==> config.mk <==
export PLATFORM = sky130hd
export DESIGN_NAME = tmo_timer
export DESIGN_NICKNAME = d
export VERILOG_FILES = /design/src/core/tmo_pkg.sv /design/src/core/tmo_timer.sv
export VERILOG_INCLUDE_DIRS = /design/src /design/src/core
export SDC_FILE = /design/constraint.sdc
export NUM_CORES = 1
export LEC_CHECK = 0
export BUFFER_PORTS_ARGS = -buffer_cell sky130_fd_sc_hd__buf_2
export CORE_ASPECT_RATIO = 1.4
export CORE_UTILIZATION = 55
export CTS_BUF_LIST = sky130_fd_sc_hd__clkbuf_4
export CTS_CLUSTER_DIAMETER = 100
export DETAILED_ROUTE_END_ITERATION = 10
export PLACE_DENSITY = 0.84
export SKIP_LAST_GASP = 1
export SLEW_MARGIN = 30
export SYNTH_ARGS = -nofsm -noshare
export SYNTH_HDL_FRONTEND = slang
export SYNTH_SLANG_ARGS = --single-unit
==> constraint.sdc <==
create_clock -name clk -period 13.91 [get_ports clk]
set_input_delay 3.4775 -clock clk [delete_from_list [all_inputs] [get_ports clk]]
set_output_delay 3.4775 -clock clk [all_outputs]
set_load 0.005 [all_outputs]
==> src/core/tmo_cfg.svh <==
// Constants of the three-channel timer: offsets, field positions, codes.
// Assumes inclusion by bare name from the package and the timer module.
`ifndef TMO_CFG_SVH
`define TMO_CFG_SVH

// ========================================================================
// Register offsets (printed byte addresses on the 16-bit port)
`define TMO_OFS_VECTOR     16'h012e
`define TMO_OFS_CONTROL    16'h0160
`define TMO_OFS_CH0_CTL    16'h0162
`define TMO_OFS_CH1_CTL    16'h0164
`define TMO_OFS_CH2_CTL    16'h0166
`define TMO_OFS_COUNT      16'h0170
`define TMO_OFS_CH0_VAL    16'h0172
`define TMO_OFS_CH1_VAL    16'h0174
`define TMO_OFS_CH2_VAL    16'h0176

// ========================================================================
// Timer control fields
`define TMO_CTL_DIV_HI     7
`define TMO_CTL_DIV_LO     6
`define TMO_CTL_MODE_HI    5
`define TMO_CTL_MODE_LO    4
`define TMO_CTL_CLR        2
`define TMO_CTL_ROLL_IE    1
`define TMO_CTL_ROLL_FLG   0

// ========================================================================
// Channel control fields
`define TMO_CH_CAP         8
`define TMO_CH_OM_HI       7
`define TMO_CH_OM_LO       5
`define TMO_CH_IE          4
`define TMO_CH_CCI         3
`define TMO_CH_OUT         2
`define TMO_CH_COV         1
`define TMO_CH_FLG         0

// ========================================================================
// Vector codes and counter constants
`define TMO_VEC_NONE       16'h0000
`define TMO_VEC_CH1        16'h0002
`define TMO_VEC_CH2        16'h0004
`define TMO_VEC_ROLL       16'h000a
`define TMO_CNT_MAX        16'hffff
`define TMO_RST_WORD       16'h0000

`endif

==> src/core/tmo_pkg.sv <==
// Types shared by the three-channel timer.
// Assumes the constants header sits beside it on the include path.
`default_nettype none
`include "tmo_cfg.svh"

package tmo_pkg;

    // ====================================================================
    // Counting modes, as coded in the control word
    typedef enum logic [1:0] {
        TMO_STOP = 2'h0,
        TMO_UP   = 2'h1,
        TMO_CONT = 2'h2,
        TMO_UPDN = 2'h3
    } tmo_count_mode_t;

    // ====================================================================
    // Output modes of each channel output unit
    typedef enum logic [2:0] {
        TMO_OM_OUT     = 3'h0,
        TMO_OM_SET     = 3'h1,
        TMO_OM_TGL_RST = 3'h2,
        TMO_OM_SET_RST = 3'h3,
        TMO_OM_TGL     = 3'h4,
        TMO_OM_RST     = 3'h5,
        TMO_OM_TGL_SET = 3'h6,
        TMO_OM_RST_SET = 3'h7
    } tmo_out_mode_t;

    // ====================================================================
    // Direction state of up/down counting, one-hot
    typedef enum logic [1:0] {
        TMO_DIR_UP   = 2'b01,
        TMO_DIR_DOWN = 2'b10
    } tmo_dir_t;

endpackage

`default_nettype wire

==> src/core/tmo_timer.sv <==
// 16-bit timer, three capture/compare channels, outputs and interrupts.
// Assumes a processor on the plain register port, synchronous inputs,
// and one 125 MHz clock driving every flip-flop.
`timescale 1ns/1ps
`default_nettype none
`include "tmo_cfg.svh"

// Operation
// - Up mode: outputs act on match, rollover
// - Continuous mode: outputs act on both matches
// - Up/down: outputs act on matches, both directions
// - Two requests: period, and shared
// - Capture sets channel event flag
// - Compare match sets channel event flag
// - Software sets and clears event flags
// - Request needs channel and global enable
// - Period flag owns dedicated request line
// - Period flag clears on acknowledge
// - Ch1, ch2, rollover merge with vector
// - Vector shows highest enabled pending source
// - Vector access clears reported flag
// - Shared request stays while others pend
// - Vector codes 0, 2, 4, 10
// - Outputs clocked except mode 0
// - Output mode decode table
// - Compare match drives output unit
module tmo_timer
    import tmo_pkg::*;
(
    input  wire logic        clk,
    input  wire logic        sys_rst,
    input  wire logic [15:0] reg_addr,
    input  wire logic [15:0] reg_wdata,
    input  wire logic        reg_wr,
    input  wire logic        reg_rd,
    output logic      [15:0] reg_rdata,
    input  wire logic [2:0]  capture_in,
    input  wire logic        global_irq_enable,
    input  wire logic        period_irq_ack,
    output logic             period_irq,
    output logic             shared_irq,
    output logic      [2:0]  channel_output
);

    // ====================================================================
    // State
    logic [1:0]      div_sel_q;      // Input divider select
    tmo_count_mode_t cmode_q;        // Counting mode
    logic            roll_ie_q;      // Rollover interrupt enable
    logic            rollover_flag_q;
    logic [15:0]     count_value_q;  // Running count
    logic [15:0]     count_d;
    tmo_dir_t        dir_q;          // Latched up/down direction
    tmo_dir_t        dir_d;
    logic [2:0]      div_cnt_q;      // Prescaler
    logic [15:0]     ccr_q [3];      // Compare/capture values
    logic [2:0]      cap_q;          // Capture mode select
    tmo_out_mode_t   omode_q [3];    // output_mode_field per channel
    logic [2:0]      ch_ie_q;        // channel_irq_enable
    logic [2:0]      out_bit_q;      // Software output bit
    logic [2:0]      cov_q;          // Capture overflow
    logic [2:0]      flag_q;         // channel_event_flag
    logic [2:0]      out_q;          // Clocked output state
    logic [2:0]      cap_in_q;       // Previous capture input level
    logic [15:0]     vec_d;          // Current vector code

    // ====================================================================
    // Decode of bus strobes
    logic wr_ctl, wr_cnt, vec_acc, clr_req;
    logic [2:0] wr_chc, wr_chv;
    assign wr_ctl  = reg_wr && (reg_addr == `TMO_OFS_CONTROL);
    assign wr_cnt  = reg_wr && (reg_addr == `TMO_OFS_COUNT);
    assign wr_chc  = {reg_wr && (reg_addr == `TMO_OFS_CH2_CTL),
                      reg_wr && (reg_addr == `TMO_OFS_CH1_CTL),
                      reg_wr && (reg_addr == `TMO_OFS_CH0_CTL)};
    assign wr_chv  = {reg_wr && (reg_addr == `TMO_OFS_CH2_VAL),
                      reg_wr && (reg_addr == `TMO_OFS_CH1_VAL),
                      reg_wr && (reg_addr == `TMO_OFS_CH0_VAL)};
    // Read or write of the vector both count as an access
    assign vec_acc = (reg_wr || reg_rd) && (reg_addr == `TMO_OFS_VECTOR);
    // Clear bit is a pulse; it never stays stored
    assign clr_req = wr_ctl && reg_wdata[`TMO_CTL_CLR];

    // ====================================================================
    // Divider: one-cycle tick at the selected rate
    logic [2:0] div_mask;
    logic       tick;
    assign div_mask = (3'h1 << div_sel_q) - 3'h1;
    assign tick     = ((div_cnt_q & div_mask) == div_mask);
    // Prescaler; the clear pulse restarts it together with the count
    always_ff @(posedge clk) begin
        div_cnt_q <= (sys_rst || clr_req) ? 3'h0 : div_cnt_q + 3'h1;
    end

    // ====================================================================
    // Next count and direction per counting mode
    logic adv, roll_evt;
    assign adv = tick && (cmode_q != TMO_STOP);
    always_comb begin
        count_d  = count_value_q;
        dir_d    = dir_q;
        roll_evt = 1'b0;
        case (cmode_q)
            TMO_UP: begin
                // Wrap after sitting on the period value
                roll_evt = (count_value_q >= ccr_q[0]);
                count_d  = roll_evt ? 16'h0000 : count_value_q + 16'h0001;
            end
            TMO_CONT: begin
                count_d  = count_value_q + 16'h0001;
                roll_evt = (count_value_q == `TMO_CNT_MAX);
            end
            TMO_UPDN: begin
                case (dir_q)
                    TMO_DIR_UP: begin
                        if (count_value_q >= ccr_q[0]) begin
                            count_d = count_value_q - 16'h0001;
                            dir_d   = TMO_DIR_DOWN;
                        end else begin
                            count_d = count_value_q + 16'h0001;
                        end
                    end
                    TMO_DIR_DOWN: begin
                        count_d = count_value_q - 16'h0001;
                        // Flag on the step from 1 down to 0
                        if (count_value_q <= 16'h0001) begin
                            count_d  = 16'h0000;
                            dir_d    = TMO_DIR_UP;
                            roll_evt = (count_value_q == 16'h0001);
                        end
                    end
                    default: dir_d = TMO_DIR_UP;
                endcase
            end
            default: count_d = count_value_q;
        endcase
    end
    // Counter and direction registers
    always_ff @(posedge clk) begin
        if (sys_rst || clr_req) begin
            count_value_q <= `TMO_RST_WORD;
            dir_q         <= TMO_DIR_UP;
        end else if (wr_cnt) begin
            count_value_q <= reg_wdata;
        end else if (adv) begin
            count_value_q <= count_d;
            dir_q         <= dir_d;
        end
    end

    // ====================================================================
    // Matches and the period event
    logic [2:0] channel_match;
    logic       period_evt;
    always_comb begin
        for (int i = 0; i < 3; i++) channel_match[i] = adv && (count_d == ccr_q[i]);
    end
    // other modes act on period match
    assign period_evt = (cmode_q == TMO_UP) ? (adv && roll_evt)
                                            : channel_match[0];

    // ====================================================================
    // Control register fields
    always_ff @(posedge clk) begin
        if (sys_rst) begin
            div_sel_q <= 2'h0;
            cmode_q   <= TMO_STOP;
            roll_ie_q <= 1'b0;
        end else if (wr_ctl) begin
            div_sel_q <= reg_wdata[`TMO_CTL_DIV_HI:`TMO_CTL_DIV_LO];
            cmode_q   <= tmo_count_mode_t'(
                         reg_wdata[`TMO_CTL_MODE_HI:`TMO_CTL_MODE_LO]);
            roll_ie_q <= reg_wdata[`TMO_CTL_ROLL_IE];
        end
    end

    // ====================================================================
    // Vector: priority encode of enabled pending sources
    logic [2:0] pend;  // ch1, ch2, rollover with enables applied
    assign pend = {roll_ie_q && rollover_flag_q,
                   ch_ie_q[2] && flag_q[2],
                   ch_ie_q[1] && flag_q[1]};
    always_comb begin
        if (pend[0]) begin
            vec_d = `TMO_VEC_CH1;
        end else if (pend[1]) begin
            vec_d = `TMO_VEC_CH2;
        end else if (pend[2]) begin
            vec_d = `TMO_VEC_ROLL;
        end else begin
            vec_d = `TMO_VEC_NONE;
        end
    end
    logic [2:0] vec_clr;
    assign vec_clr = {vec_acc && (vec_d == `TMO_VEC_ROLL),
                      vec_acc && (vec_d == `TMO_VEC_CH2),
                      vec_acc && (vec_d == `TMO_VEC_CH1)};
    // Rollover flag: hardware set wins over any clear
    always_ff @(posedge clk) begin
        if (sys_rst) begin
            rollover_flag_q <= 1'b0;
        end else if (adv && roll_evt) begin
            rollover_flag_q <= 1'b1;
        end else if (wr_ctl) begin
            rollover_flag_q <= reg_wdata[`TMO_CTL_ROLL_FLG];
        end else if (vec_clr[2]) begin
            rollover_flag_q <= 1'b0;
        end
    end

    // ====================================================================
    // Per-channel logic
    logic [2:0] cap_evt, hw_set, flag_clr;
    // Capture on rising edge of the selected input
    assign cap_evt  = cap_q & capture_in & ~cap_in_q;
    assign hw_set   = (cap_q & cap_evt) | (~cap_q & channel_match);
    assign flag_clr = {vec_clr[1], vec_clr[0],
                       period_irq_ack && period_irq};
    // Edge detector history of capture inputs
    always_ff @(posedge clk) begin
        cap_in_q <= sys_rst ? 3'h0 : capture_in;
    end
    for (genvar i = 0; i < 3; i++) begin : g_chan
        // Control fields of the channel
        always_ff @(posedge clk) begin
            if (sys_rst) begin
                cap_q[i]     <= 1'b0;
                omode_q[i]   <= TMO_OM_OUT;
                ch_ie_q[i]   <= 1'b0;
                out_bit_q[i] <= 1'b0;
            end else if (wr_chc[i]) begin
                // software walks modes via mode 7
                cap_q[i]     <= reg_wdata[`TMO_CH_CAP];
                omode_q[i]   <= tmo_out_mode_t'(
                                reg_wdata[`TMO_CH_OM_HI:`TMO_CH_OM_LO]);
                ch_ie_q[i]   <= reg_wdata[`TMO_CH_IE];
                out_bit_q[i] <= reg_wdata[`TMO_CH_OUT];
            end
        end
        // Event flag; hardware set beats software and vector clear
        always_ff @(posedge clk) begin
            if (sys_rst) begin
                flag_q[i] <= 1'b0;
            end else if (hw_set[i]) begin
                flag_q[i] <= 1'b1;
            end else if (wr_chc[i]) begin
                flag_q[i] <= reg_wdata[`TMO_CH_FLG];
            end else if (flag_clr[i]) begin
                flag_q[i] <= 1'b0;
            end
        end
        // Overflow: capture while previous one unread
        always_ff @(posedge clk) begin
            if (sys_rst) begin
                cov_q[i] <= 1'b0;
            end else if (cap_evt[i] && flag_q[i]) begin
                cov_q[i] <= 1'b1;
            end else if (wr_chc[i] && !reg_wdata[`TMO_CH_COV]) begin
                cov_q[i] <= 1'b0;
            end
        end
        // Value register; a capture beats a software write
        always_ff @(posedge clk) begin
            if (sys_rst) begin
                ccr_q[i] <= `TMO_RST_WORD;
            end else if (cap_evt[i]) begin
                ccr_q[i] <= count_value_q;
            end else if (wr_chv[i]) begin
                ccr_q[i] <= reg_wdata;
            end
        end
        always_ff @(posedge clk) begin
            if (sys_rst) begin
                out_q[i] <= 1'b0;
            end else begin
                case (omode_q[i])
                    TMO_OM_OUT: out_q[i] <= out_bit_q[i];
                    TMO_OM_SET: if (channel_match[i]) out_q[i] <= 1'b1;
                    TMO_OM_TGL_RST: begin
                        if (period_evt) out_q[i] <= 1'b0;
                        else if (channel_match[i]) out_q[i] <= ~out_q[i];
                    end
                    TMO_OM_SET_RST: begin
                        if (period_evt) out_q[i] <= 1'b0;
                        else if (channel_match[i]) out_q[i] <= 1'b1;
                    end
                    TMO_OM_TGL: if (channel_match[i]) out_q[i] <= ~out_q[i];
                    TMO_OM_RST: if (channel_match[i]) out_q[i] <= 1'b0;
                    TMO_OM_TGL_SET: begin
                        if (period_evt) out_q[i] <= 1'b1;
                        else if (channel_match[i]) out_q[i] <= ~out_q[i];
                    end
                    TMO_OM_RST_SET: begin
                        if (period_evt) out_q[i] <= 1'b1;
                        else if (channel_match[i]) out_q[i] <= 1'b0;
                    end
                    default: out_q[i] <= out_q[i];
                endcase
            end
        end
        // mode 0 passes output bit at once
        // Mode 0 is a plain decode, so a pass through it can glitch
        assign channel_output[i] = (omode_q[i] == TMO_OM_OUT) ?
                                   out_bit_q[i] : out_q[i];
    end

    // ====================================================================
    // Interrupt requests
    // two request lines
    // period flag on its own line
    assign period_irq = flag_q[0] && ch_ie_q[0] && global_irq_enable;
    // merged request for ch1, ch2, rollover
    assign shared_irq = (|pend) && global_irq_enable;

    // ====================================================================
    // Read data, one cycle after the strobe; unmapped reads zero
    logic [15:0] rd_d;
    always_comb begin
        rd_d = 16'h0000;
        case (reg_addr)
            `TMO_OFS_VECTOR:  rd_d = vec_d;
            `TMO_OFS_CONTROL: rd_d = {8'h00, div_sel_q, cmode_q, 1'b0,
                                      1'b0, roll_ie_q, rollover_flag_q};
            `TMO_OFS_CH0_CTL,
            `TMO_OFS_CH1_CTL,
            `TMO_OFS_CH2_CTL: begin
                for (int i = 0; i < 3; i++) begin
                    if (reg_addr[2:1] == 2'(i + 1))
                        rd_d = {7'h00, cap_q[i], omode_q[i], ch_ie_q[i], capture_in[i],
                                out_bit_q[i], cov_q[i], flag_q[i]};
                end
            end
            `TMO_OFS_COUNT:   rd_d = count_value_q;
            `TMO_OFS_CH0_VAL: rd_d = ccr_q[0];
            `TMO_OFS_CH1_VAL: rd_d = ccr_q[1];
            `TMO_OFS_CH2_VAL: rd_d = ccr_q[2];
            default:          rd_d = 16'h0000;
        endcase
    end
    // Read data register; stands only in the cycle after the strobe
    always_ff @(posedge clk) begin
        reg_rdata <= (sys_rst || !reg_rd) ? 16'h0000 : rd_d;
    end
endmodule

`default_nettype wire

==> metrics.md <==
| Metric | Value |
|---|---|
| Die area | `approximately 18000 um^2` |
| Final Critical Period | `about 7.4 ns` |
| Synthesis-to-layout area growth | `8.58%` |
| Layout cells sized above 1 | `14.6%` |
| Crit path DAT | `3.92 ns` |
| Worst path required time | `10.43 ns` |
| Fin Setup TNS | `0 ns` |
| Post-route antenna net violation count | `0` |
| Crit share post-route | `roughly 53%` |
| Row count | `56` |
| Post-CTS setup buffers | `0` |
| Max cap viols | `0` |
| Clk slew on worst S/H paths | `about 0.10 ns` |
| First-pass GRT wire length | `54400 um` |
| DRC | `0` |
| TritonCTS Buffers | `17` |
| Async SR Flop Fraction | `0%` |
| Cell Pwr Density | `74.6 nW/um^2` |
| Slew headroom | `a little over a quarter` |
| Final hold vios | `0` |
| Net count, final | `around 1200` |
| Seq. cell area | `about 3000 um^2` |
| Worst slew pin tran | `1.09 ns` |
| IO Count | `62` |
| FMAX | `approximately 140 MHz` |
| Yosys cell types | `slightly above 90` |
| Pins Over Slew Limit | `0` |
| Area of the multi-input gates | `between 6000 and 7000 um^2` |
| Post-Route WL | `~36000 um` |
| Die Wd | `between 100 and 150 um` |
| Hold Buf Count CTS | `0` |
| First-pass iteration count of the detailed router | `8` |
| VDD IR max | `~0.1 mV` |
| # fillers | `1425` |
| GP Congestion | `between 1 and 1.5` |
| Die height | `158 um` |
| CTS H-Tree Depth | `4` |
| Yosys reg bits | `roughly 120` |
| Core box area | `16900 um^2` |
| EDFF count, synth | `57` |
| CTS tree | `built` |
| CTS max path bufs | `2` |
| Most frequent cells in the layout | `nor2_1, nand2_1, a21oi_1, dfxtp_1, buf_2` |
| GRT overflow | `0` |
| Crit path launch type | `input pin` |
| HPWL Detailed | `about 26000 um` |
| Mean area per synthesized cell | `between 8 and 9 um^2` |
| Synthesized net count | `about 1200` |
| Synth Instances | `1149` |
| Worst clock skew | `approximately 0.015 ns` |
| Initial Utilization | `between 50% and 60%` |
| Outcome | `complete, no violations` |
| Flop-to-flop setup slack | `between 7 and 8 ns` |
| Vias in the first global route | `~9500` |
| Synth warn | `0` |
| Post-synthesis sequential area ratio | `a little under a third` |
| Later-pin clock latency in the skew report | `0.55 ns` |
| GRT Overall Usage | `between 40% and 50%` |
| Worst Setup End Kind | `output port` |
| Clock root buffer | `clkbuf_4` |
| RSZ-0062 raised after global routing | `no` |
| Initial antenna violation count | `1` |
| Placed Cells | `between 1000 and 1500` |
| Finished Layout Cells | `1403` |
| I/O Buffers | `61` |
| Critical path peak fanout | `2` |
| Leakage | `3.77 nW` |
| CTS Sinks | `121` |
| Post-synth top flop | `dfxtp_1` |
| Pin count of the biggest net entering global routing | `36` |
| Vias/cell | `approximately 7.3` |
| Most common cell after layout, fill and taps aside | `nor2_1` |
| Synthesized cell area | `roughly 9600 um^2` |
| Hold Crit Class | `flip-flop to flip-flop` |
| Critical path class | `input pin to output port` |
| Final setup fails | `0` |
| # resized after CTS | `0` |
| WL per Instance | `25.3 um` |
| Vias | `between 10000 and 15000` |
| First DRT Iteration DRCs | `~1400` |
-- worst paths after layout --
| kind | start | end | cells past startpoint |
|---|---|---|---|
| worst max-delay path | global_irq_enable | shared_irq | 4 |
| worst min register to register | cov_q[0] | cov_q[0] | 2 |
| worst max register to register | count_value_q[7] | out_q[2] | 16 |
| worst min-delay path | cov_q[0] | cov_q[0] | 2 |
-- registers in the layout (all words and copies together) (netlist names), 2 cells and up --
signal,flops
cap_q,3
out_q,3
cov_q,3
reg_rdata,16
dir_q,2
out_bit_q,3
cap_in_q,3
cmode_q,2
div_sel_q,2
ch_ie_q,3
ccr_q,48
flag_q,3
count_value_q,16
div_cnt_q,3
omode_q,9
-- routing by layer --
metal	global-route usage, %	part of all wire (%)
met1	46.1	34
met2	68.4	47
met3	6.93	11
met4	28.3	8.0
met5	0	0
-- report_power, final --
part	internal, mW	switching (mW)	leakage (nW)
registers	0.381	0.0112	1.09
logic	0.0240	0.0435	2.48
clock network	0.179	0.137	0.195
total	0.584	0.191	3.77
-- worst max-delay path, cell delays in order --
cell and delay (ns):
buf_2 0.11, inv_1 0.05, a31oi_1 0.14, buf_2 0.14
-- layout make-up --
class | instances | share of cell area, %
inverter | 41 | 1.48
clock inverter | 14 | 2.18
antenna | 1 | 0.0241
multi-input combinational | 891 | 58.8
sequential | 121 | 28.8
clock buffer | 18 | 1.30
tap | 232 | 2.79
timing repair buffer | 85 | 4.67
-- cells in the mapped netlist, types with 5 or more instances --
library cell	n	area, um^2
nor2_1	122	458
nand2_1	81	304
clkbuf_1	73	274
a21oi_1	70	350
dfxtp_1	64	1280
edfxtp_1	57	1710
a22o_1	55	482
inv_1	40	150
nor3_1	39	195
o21ai_0	39	195
nand3_1	38	190
xnor2_1	30	263
ha_1	28	350
nand4_1	25	156
nor4_1	25	156
xor2_1	23	201
a22oi_1	22	165
a211oi_1	18	135
mux2i_1	17	170
buf_2	14	70.1
o211ai_1	14	105
a31oi_1	13	81.3
a222oi_1	12	120
mux2_2	12	135
o31ai_1	12	90.1
a311oi_1	11	96.3
and3_1	11	68.8
and2_1	9	56.3
nor2b_1	9	56.3
a221oi_1	7	61.3
and4_1	7	61.3
nand2b_1	7	43.8
o2111ai_1	6	52.6
o311ai_0	6	52.6
o41ai_1	6	52.6
a211o_1	5	43.8
buf_1	5	18.8
nand3b_1	5	37.5
nand4b_1	5	43.8
o21ai_1	5	25.0
o22ai_1	5	31.3
-- logic make-up (layout without fill, tap and decap cells) --
kind of cell | Yosys count | in the layout | share of synthesized area (%)
AOI/OAI and AO/OA | 364 | 364 | 28.5
xor gates and xnor gates | 53 | 53 | 4.85
adders and majority gates | 28 | 28 | 3.66
buffers and inverters | 137 | 158 | 5.72
DFF | 121 | 121 | 31.3
muxes | 30 | 30 | 3.34
other | 0 | 1 | 0
and+or+nand+nor | 416 | 416 | 22.7
-- stage by stage --
stage                     area, um^2  hold slack [ns]  power (mW)  setup slack [ns]  utilization (%)
after global placement         10000            0.447       0.462              6.53             59.3
after global routing           10400            0.513       0.794              6.50             61.6
final                          10400            0.483       0.775              6.51             61.6
after CTS                      10400            0.484       0.770              6.52             61.4
after detailed placement       10000            0.463       0.464              6.52             59.3
after floorplan                 9580            0.427       0.437              6.78                -
Power figures use the tool's default switching activity.
